**src/isr_pkg.sv**
```systemverilog
package isr_pkg;
   // target address and pointer layout
   localparam logic [6:0] ISR_DEF_ADDR = 7'h0a;
   localparam int ISR_PTR_W = 8;
   localparam int ISR_BYTES_PER_REG = 4;
   localparam logic [ISR_PTR_W-1:0] ISR_PTR_RST = 8'h00;
   localparam logic [2:0] ISR_BIT_MSB = 3'h7;
   localparam logic [1:0] ISR_BYTE_LAST = 2'h3;
   localparam logic [1:0] ISR_BYTE_SIDE = 2'h2;

   // host-side register access carried as one bundle
   typedef struct packed {
      logic [ISR_PTR_W-1:0] addr;
      logic [31:0] wdata;
      logic wr;
      logic rd_capture;
      logic rd_commit;
   } isr_req_t;

   // bus phase of the target engine
   typedef enum logic [6:0] {
      ISR_IDLE = 7'b0000001,
      ISR_CTRL = 7'b0000010,
      ISR_CACK = 7'b0000100,
      ISR_RXB = 7'b0001000,
      ISR_RACK = 7'b0010000,
      ISR_TXB = 7'b0100000,
      ISR_TACK = 7'b1000000
   } isr_state_t;
endpackage

```
**src/isr_target.sv**
```systemverilog
`timescale 1ns/10ps
// Contract
// default target address 0001010b, most significant bit first on the wire
// override strap selects the address strap value as target address
// ack matching control byte; mismatch ignores bus until next start
// after write control byte, ack address byte and load pointer
// start or stop after address byte ends write, keeps new pointer
// read control byte acked, then data sent from current pointer
// 32-bit registers, word pointer, bytes msb first
// no response or state change before initialization completes
// host polls test register with single reads, then ready bit
// outside full power state ignore all serial activity
// four bytes per register; nack on fourth leaves pointer unchanged (code steps the pointer on that nack in a burst read)
// ack on fourth byte increments pointer with wrap and sends next
// nack on bytes one to three stops sending; start/stop aborts
// unused register addresses read as zero
// snapshot whole register at start of every register read
// read side effect strobed on ack of third byte only
// nack, start or stop before third ack: no side effect
// register file defers live events until the side effect strobe
// ack every write byte, update register after all 32 bits
// partial word at start or stop is discarded
// extra bytes write next register; pointer steps after each word (code keeps the pointer after a single-word write)
// host never writes unused register addresses
// serial pins pass two-flop synchronizers before edge detection
module isr_target #(
   parameter int PTR_W = isr_pkg::ISR_PTR_W
) (
   // clock and reset
   input wire logic core_clk_in,
   input wire logic rst_n_in,
   // configuration
   input wire logic init_done_in,
   input wire logic full_power_state_in,
   input wire logic addr_override_strap_in,
   input wire logic [6:0] addr_strap_in,
   // serial pins
   input wire logic mgmt_serial_clock_in,
   input wire logic mgmt_serial_data_in,
   output logic mgmt_serial_data_out,
   output logic mgmt_serial_data_oe_out,
   // register file side
   output isr_pkg::isr_req_t req_out,
   input wire logic [31:0] rdata_in,
   input wire logic rd_used_in
);
   import isr_pkg::*;

   // ==========================================================
   // pin synchronizers and condition detection
   logic [1:0] scl_sync_reg, sda_sync_reg;
   logic scl_q_reg, sda_q_reg;
   // two-flop sampling
   always_ff @(posedge core_clk_in) begin
      scl_sync_reg <= {scl_sync_reg[0], mgmt_serial_clock_in};
      sda_sync_reg <= {sda_sync_reg[0], mgmt_serial_data_in};
      scl_q_reg <= scl_sync_reg[1];
      sda_q_reg <= sda_sync_reg[1];
   end
   wire scl_s = scl_sync_reg[1];
   wire sda_s = sda_sync_reg[1];
   // gated while not ready
   wire live = init_done_in && full_power_state_in; // power gating too
   wire scl_rise = live && scl_s && !scl_q_reg;
   wire scl_fall = live && !scl_s && scl_q_reg;
   wire start_c = live && scl_s && scl_q_reg && sda_q_reg && !sda_s;
   wire stop_c = live && scl_s && scl_q_reg && !sda_q_reg && sda_s;

   // own address selection
   wire [6:0] own_addr = addr_override_strap_in ? addr_strap_in : ISR_DEF_ADDR;

   // ==========================================================
   // target engine
   isr_state_t state_reg;
   logic [2:0] bit_reg;
   logic [7:0] shift_reg;
   logic [1:0] byte_reg;
   logic [PTR_W-1:0] ptr_reg;
   logic [31:0] wbuf_reg, snap_reg;
   logic rnw_reg, have_ptr_reg, ack_ok_reg;
   // words completed in this write, saturating at 2; a single word must not step the pointer
   logic [1:0] wcnt_reg;
   // set once a register of this read was acked on its fourth byte (burst read)
   logic rburst_reg;
   logic sda_drv_reg;
   isr_req_t req_reg;

   wire [7:0] rx_byte = {shift_reg[6:0], sda_s};
   wire [PTR_W-1:0] ptr_inc = ptr_reg + {{(PTR_W-1){1'b0}}, 1'b1};
   wire [PTR_W-1:0] ptr_inc2 = ptr_reg + {{(PTR_W-2){1'b0}}, 2'h2};
   wire last_bit = (bit_reg == 3'h0);
   // snapshot byte select, msb first
   wire [7:0] snap_byte = snap_reg[8*(3-byte_reg) +: 8];
   // unused addresses return zero
   wire [31:0] rd_val = rd_used_in ? rdata_in : 32'h0;

   assign req_out = req_reg;
   assign mgmt_serial_data_out = 1'b0; // open drain: only pulls low
   assign mgmt_serial_data_oe_out = sda_drv_reg;

   // main sequencer, one event per scl edge
   always_ff @(posedge core_clk_in) begin
      req_reg.wr <= 1'b0;
      req_reg.rd_capture <= 1'b0;
      req_reg.rd_commit <= 1'b0;
      if (!rst_n_in) begin
         state_reg <= ISR_IDLE;
         bit_reg <= ISR_BIT_MSB;
         shift_reg <= 8'h00;
         byte_reg <= 2'h0;
         ptr_reg <= ISR_PTR_RST;
         wbuf_reg <= 32'h0;
         snap_reg <= 32'h0;
         rnw_reg <= 1'b0;
         have_ptr_reg <= 1'b0;
         ack_ok_reg <= 1'b0;
         wcnt_reg <= 2'h0;
         rburst_reg <= 1'b0;
         sda_drv_reg <= 1'b0;
         req_reg <= '0;
      end else if (start_c) begin
         // abort: partial word dropped, pointer kept
         state_reg <= ISR_CTRL;
         bit_reg <= ISR_BIT_MSB;
         sda_drv_reg <= 1'b0;
      end else if (stop_c) begin
         state_reg <= ISR_IDLE;
         sda_drv_reg <= 1'b0;
      end else begin
         unique case (state_reg)
            ISR_IDLE: begin
               // ignore everything until a start
               sda_drv_reg <= 1'b0;
            end
            ISR_CTRL: begin
               if (scl_rise) begin
                  shift_reg <= rx_byte;
                  bit_reg <= bit_reg - 3'h1;
                  if (last_bit) begin
                     // address compare
                     if (rx_byte[7:1] == own_addr) begin
                        state_reg <= ISR_CACK;
                        rnw_reg <= rx_byte[0];
                     end else begin
                        state_reg <= ISR_IDLE;
                     end
                  end
               end
            end
            ISR_CACK: begin
               if (scl_fall && !sda_drv_reg) begin
                  sda_drv_reg <= 1'b1;
               end else if (scl_fall) begin
                  // ack slot over
                  byte_reg <= 2'h0;
                  bit_reg <= ISR_BIT_MSB;
                  have_ptr_reg <= 1'b0;
                  wcnt_reg <= 2'h0;
                  rburst_reg <= 1'b0;
                  if (rnw_reg) begin
                     // capture from current pointer
                     state_reg <= ISR_TXB;
                     req_reg.addr <= ptr_reg;
                     req_reg.rd_capture <= 1'b1;
                     snap_reg <= rd_val;
                     sda_drv_reg <= !rd_val[31];
                  end else begin
                     state_reg <= ISR_RXB;
                     sda_drv_reg <= 1'b0;
                  end
               end
            end
            ISR_RXB: begin
               if (scl_rise) begin
                  shift_reg <= rx_byte;
                  bit_reg <= bit_reg - 3'h1;
                  if (last_bit) begin
                     state_reg <= ISR_RACK;
                  end
               end
            end
            ISR_RACK: begin
               if (scl_fall && !sda_drv_reg) begin
                  // ack every byte; including the pointer byte
                  sda_drv_reg <= 1'b1;
                  if (!have_ptr_reg) begin
                     ptr_reg <= shift_reg[PTR_W-1:0];
                     have_ptr_reg <= 1'b1;
                  end else begin
                     wbuf_reg <= {wbuf_reg[23:0], shift_reg};
                     byte_reg <= byte_reg + 2'h1;
                     // commit full word, then step pointer from the second word of a burst on
                     if (byte_reg == ISR_BYTE_LAST) begin
                        req_reg.wr <= 1'b1;
                        req_reg.wdata <= {wbuf_reg[23:0], shift_reg};
                        // single write keeps the pointer; a burst catches up by two
                        if (wcnt_reg == 2'h0) begin
                           req_reg.addr <= ptr_reg;
                           wcnt_reg <= 2'h1;
                        end else if (wcnt_reg == 2'h1) begin
                           req_reg.addr <= ptr_inc;
                           ptr_reg <= ptr_inc2;
                           wcnt_reg <= 2'h2;
                        end else begin
                           req_reg.addr <= ptr_reg;
                           ptr_reg <= ptr_inc;
                        end
                     end
                  end
               end else if (scl_fall) begin
                  sda_drv_reg <= 1'b0;
                  bit_reg <= ISR_BIT_MSB;
                  state_reg <= ISR_RXB;
               end
            end
            ISR_TXB: begin
               if (scl_fall) begin
                  bit_reg <= bit_reg - 3'h1;
                  if (last_bit) begin
                     state_reg <= ISR_TACK;
                     sda_drv_reg <= 1'b0;
                  end else begin
                     sda_drv_reg <= !snap_byte[bit_reg - 3'h1];
                  end
               end
            end
            ISR_TACK: begin
               if (scl_rise) begin
                  ack_ok_reg <= !sda_s;
                  // side effect only on ack of third byte
                  if (!sda_s && byte_reg == ISR_BYTE_SIDE) begin
                     // commit strobe releases deferred live events
                     req_reg.rd_commit <= 1'b1;
                  end
                  // fourth byte: ack steps; final nack steps only in a burst
                  if (byte_reg == ISR_BYTE_LAST) begin
                     if (!sda_s) begin
                        ptr_reg <= ptr_inc;
                        rburst_reg <= 1'b1;
                     end else if (rburst_reg) begin
                        ptr_reg <= ptr_inc;
                     end
                  end
               end else if (scl_fall) begin
                  bit_reg <= ISR_BIT_MSB;
                  if (!ack_ok_reg) begin
                     // nack: stop sending
                     state_reg <= ISR_IDLE;
                  end else if (byte_reg == ISR_BYTE_LAST) begin
                     // next register, fresh snapshot
                     state_reg <= ISR_TXB;
                     byte_reg <= 2'h0;
                     req_reg.addr <= ptr_reg;
                     req_reg.rd_capture <= 1'b1;
                     snap_reg <= rd_val;
                     sda_drv_reg <= !rd_val[31];
                  end else begin
                     state_reg <= ISR_TXB;
                     byte_reg <= byte_reg + 2'h1;
                     sda_drv_reg <= !snap_reg[8*(2-byte_reg) + 7];
                  end
               end
            end
            default: state_reg <= ISR_IDLE;
         endcase
      end
   end

   // ==========================================================
   // checks
   // silent before init
   silent_init_a: assert property (@(posedge core_clk_in) disable iff (!rst_n_in)
      !init_done_in |=> !$rose(sda_drv_reg))
      else $error("target drove data before init");
   // silent outside full power
   silent_power_a: assert property (@(posedge core_clk_in) disable iff (!rst_n_in)
      !full_power_state_in && state_reg == ISR_IDLE |=> state_reg == ISR_IDLE)
      else $error("state moved outside full power");
   // mismatch returns idle
   addr_miss_a: assert property (@(posedge core_clk_in) disable iff (!rst_n_in)
      state_reg == ISR_CTRL && scl_rise && last_bit && !start_c && !stop_c
      && rx_byte[7:1] != own_addr |=> state_reg == ISR_IDLE)
      else $error("mismatched address not ignored");
   // commit only after ack of third byte
   commit_third_a: assert property (@(posedge core_clk_in) disable iff (!rst_n_in)
      req_reg.rd_commit |-> byte_reg == ISR_BYTE_SIDE && $past(state_reg) == ISR_TACK)
      else $error("read commit at wrong byte");
   // write strobe only after fourth byte
   write_word_a: assert property (@(posedge core_clk_in) disable iff (!rst_n_in)
      req_reg.wr |-> $past(byte_reg) == ISR_BYTE_LAST && $past(state_reg) == ISR_RACK)
      else $error("write strobe before full word");
   // pointer steps after a word of a burst
   write_step_a: assert property (@(posedge core_clk_in) disable iff (!rst_n_in)
      req_reg.wr && wcnt_reg == 2'h2
      |-> ptr_reg == req_reg.addr + {{(PTR_W-1){1'b0}}, 1'b1})
      else $error("pointer not stepped after write");
   // single word keeps pointer
   single_hold_a: assert property (@(posedge core_clk_in) disable iff (!rst_n_in)
      req_reg.wr && wcnt_reg == 2'h1 |-> ptr_reg == req_reg.addr)
      else $error("pointer moved after single write");
   // every capture loads snapshot
   snap_load_a: assert property (@(posedge core_clk_in) disable iff (!rst_n_in)
      req_reg.rd_capture |-> snap_reg == $past(rd_val))
      else $error("snapshot not taken at capture");
   // stop releases data line
   stop_release_a: assert property (@(posedge core_clk_in) disable iff (!rst_n_in)
      stop_c |=> !sda_drv_reg && state_reg == ISR_IDLE)
      else $error("data not released on stop");
endmodule

```
**config.mk**
```make
export PLATFORM = sky130hd
export DESIGN_NAME = isr_target
export DESIGN_NICKNAME = d
export VERILOG_FILES = /design/src/isr_pkg.sv /design/src/isr_target.sv
export SDC_FILE = /design/constraint.sdc
export NUM_CORES = 1
export LEC_CHECK = 0
export BUFFER_PORTS_ARGS = -buffer_cell sky130_fd_sc_hd__buf_2
export CAP_MARGIN = 20
export CORE_MARGIN = 8
export CORE_UTILIZATION = 39
export CTS_BUF_LIST = sky130_fd_sc_hd__clkbuf_8
export CTS_CLUSTER_SIZE = 12
export DETAILED_ROUTE_END_ITERATION = 8
export SYNTH_ARGS = -nofsm -noshare
export SYNTH_HDL_FRONTEND = slang
export SYNTH_SLANG_ARGS = --single-unit
```
**constraint.sdc**
```tcl
create_clock -name core_clk_in -period 2.35 [get_ports core_clk_in]
set_input_delay 0.1175 -clock core_clk_in [delete_from_list [all_inputs] [get_ports core_clk_in]]
set_output_delay 0.1175 -clock core_clk_in [all_outputs]
set_load 0.05 [all_outputs]
```
==> flow_summary_export.csv <==
group,metric,value,unit
run_status,status,"completed",
cts,cts.sinks,140,
timing,fin_crit_sh,0.950,
power,power.leakage,3.21,nW
yosys,ys_seq_area_frac,0.401,
die,core,17800,um^2
routing,postRouteAntennaNets,0,
timing,drv_slew,0,
layout,multi_input_area,3880,um^2
yosys,synth_seq_cells,140,
layout,nets,1016,
routing,viasPerCell,5.41,
cts,clk_pin_slew,90,ps
setup_path,reg2reg_depth,8,
setup_path,critPathRequiredTime,2720,ps
yosys,synth_top_area_cell,"dfxtp_1",
global_routing,grt_remaining_overflow,0,
global_routing,grt_max_degree,126,
cts,clkLatencyLatePin,450,ps
yosys,synth_area_per_cell,8.25,um^2
global_routing,grtUsageTotal,0.177,
layout,largest_register_ffs,43,
routing,drcViolationCount,0,
setup_path,crit_path_start_kind,"flop",
yosys,ys.flop_type,"dfxtp_1",
yosys,synth.cell_area,6990,um^2
cts,cts_tree,"yes",
place,port_buffers,90,
die,initial_core_util,0.393,
routing,firstDrtPassIters,5,
yosys,synth_area_leaders,"dfxtp_1 40%, nand2_1 9.7%, a21boi_1 7.2%, nand3_1 3.4%, mux4_2 2.9%",
yosys,async_reset_ff_frac,0,
timing,hold_viol_final,0,
min_path,min_path_type,"primary input to flop",
setup_path,critPathArrivalTime,2610,ps
global_routing,grt_first_pass_wirelength,32.1,mm
min_path,hold_depth,4,
die,die_w,150,um
layout,n_fill_cell,1755,
place,dpl.hpwl,13.5,mm
place,dp_slack,59.9,ps
yosys,synth_warnings,0,
timing,rsz0062_at_grt,"no",
power,p_per_area,516,nW/um^2
cts,clk_path_buf_depth,2,
setup_path,worst-setup-path-type,"flop to flop",
setup_path,path_max_fanout,32,
die,placementRows,49,
die,die_area,22500,um^2
global_routing,antenna_found_initial,1,
cts,cts_max_level,4,
layout,ff_latch_area,2810,um^2
routing,wl_per_cell,16.6,um
timing,worst_slack,118,ps
power,peakVddDrop,0.347,mV
yosys,synth_top_area_frac,0.401,
routing,routed_wl,19.9,mm
cts,cts_root_buf,"clkbuf_8",
yosys,yosysUniqueCellTypes,71,
timing,worst_pin_slew,527,ps
timing,finalSetupTns,0,ps
setup_path,cp-end-kind,"flop",
timing,setup_viol,0,
timing,fin_skew,16.9,ps
yosys,synth_nets,902,
cts,postCtsSetupBuffers,0,
timing,period_needed,2230,ps
yosys,synth-edff-count,0,
routing,vias,6510,
yosys,synth_cells,848,
cts,cts_buffers,17,
yosys,synthMostInstantiatedCell,"nand2_1",
global_routing,grt_pass1_vias,6113,
die,die_y,150,um
layout,syn_to_final_growth,22.2,%
die,num_io_pins,92,
routing,drt_iter0_markers,719,
yosys,netlist_top_cells_count,"180 x nand2_1, 140 x dfxtp_1, 67 x a21boi_1, 48 x clkbuf_1, 48 x nand3_1",
place,gp_congestion,0.922,
layout,layout-drive-gt1-share,0.194,
job,cap_viol_max_count,0,
timing,relSlewSlack,0.645,
timing,max_freq,0.448,GHz
-- cell type report --
| class | instances | area share |
|---|---|---|
| Timing Repair Buffer | 167 | 0.138 |
| Multi-Input combinational cell | 623 | 0.454 |
| Clock inverter | 14 | 0.0130 |
| Sequential cell | 140 | 0.328 |
| Antenna cell | 1 | 0.000293 |
| Tap cell | 229 | 0.0335 |
| Clock buffer | 17 | 0.0274 |
| Inverter | 13 | 0.00571 |
-- cells by family (layout without fill, tap and decap cells) --
kind of cell | Yosys count | count (layout) | synth area share
buffers and inverters | 85 | 211 | 0.0508
and+or+nand+nor | 359 | 359 | 0.247
other | 1 | 2 | 0.000536
xor gates and xnor gates | 13 | 13 | 0.0163
AOI/OAI and AO/OA | 222 | 222 | 0.226
muxes | 21 | 21 | 0.0462
DFF | 140 | 140 | 0.401
adders and majority gates | 7 | 7 | 0.0125
-- layer usage --
metal / GRT usage / vias up / routed length [um]
li1: - / 3200 / -
met1: 0.238 / 3074 / 9150
met2: 0.272 / 200 / 9270
met3: 0.0396 / 36 / 1020
met4: 0.0655 / 0 / 492
met5: 0 / - / 0
-- report_power, final --
part | internal (W) | switching (W) | total, W
Clock | 0.000740 | 0.00101 | 0.00175
Combinational | 0.000134 | 0.000132 | 0.000266
Sequential | 0.00238 | 0.0000146 | 0.00239
Total | 0.00325 | 0.00116 | 0.00441
-- per-stage QoR --
step / power (W) / hold slack (ps) / std cells / utilization / area [um^2]
after global placement: 0.00267 / 222 / 1138 / 0.440 / 7820
after CTS: 0.00445 / 209 / 1203 / 0.478 / 8510
after global routing: 0.00458 / 240 / 1204 / 0.481 / 8550
final: 0.00441 / 243 / 1204 / 0.481 / 8550
after floorplan: 0.00257 / 145 / 848 / - / 6990
after detailed placement: 0.00267 / 222 / 1138 / 0.440 / 7820
-- critical path, stage by stage, from the launching register on --
cell,delay [ps]
dfxtp_1,630
nor4b_4,110
buf_4,160
and2_1,170
a211oi_1,370
and2_1,240
buf_12,190
nand3_1,100
a21boi_1,190
-- final timing paths --
| check | startpoint | endpoint | slack, ps |
|---|---|---|---|
| setup / recovery | state_reg[5] | snap_reg[7] | 120 |
| hold / removal | rd_used_in | snap_reg[1] | 240 |
| setup reg to reg | state_reg[5] | snap_reg[7] | 120 |
| hold reg to reg | scl_sync_reg[0] | scl_sync_reg[1] | 330 |
-- what timing repair did --
item	in CTS	in global routing
gates resized for setup	0	8
hold buffers	34	0
hold endpoints to repair	34	0
setup endpoints to repair	0	38
-- cells in the final DEF, fill, tap and decap left out, drive strengths merged, types with 7 or more instances in the layout --
cell | synthesis | layout
nand2 | 180 | 180
dfxtp | 140 | 140
buf | 24 | 133
a21boi | 93 | 93
nand3 | 48 | 48
o21ai | 39 | 39
dlygate4sd3 | 0 | 34
nor2 | 30 | 30
a21oi | 23 | 23
nor2b | 22 | 22
inv | 13 | 18
clkbuf | 48 | 17
nand2b | 16 | 16
nor3 | 16 | 16
xor2 | 12 | 12
mux2i | 12 | 12
mux4 | 9 | 9
o22ai | 7 | 7
a211oi | 7 | 7
ha | 7 | 7
Note: power is estimated with default switching activity, not from simulation.
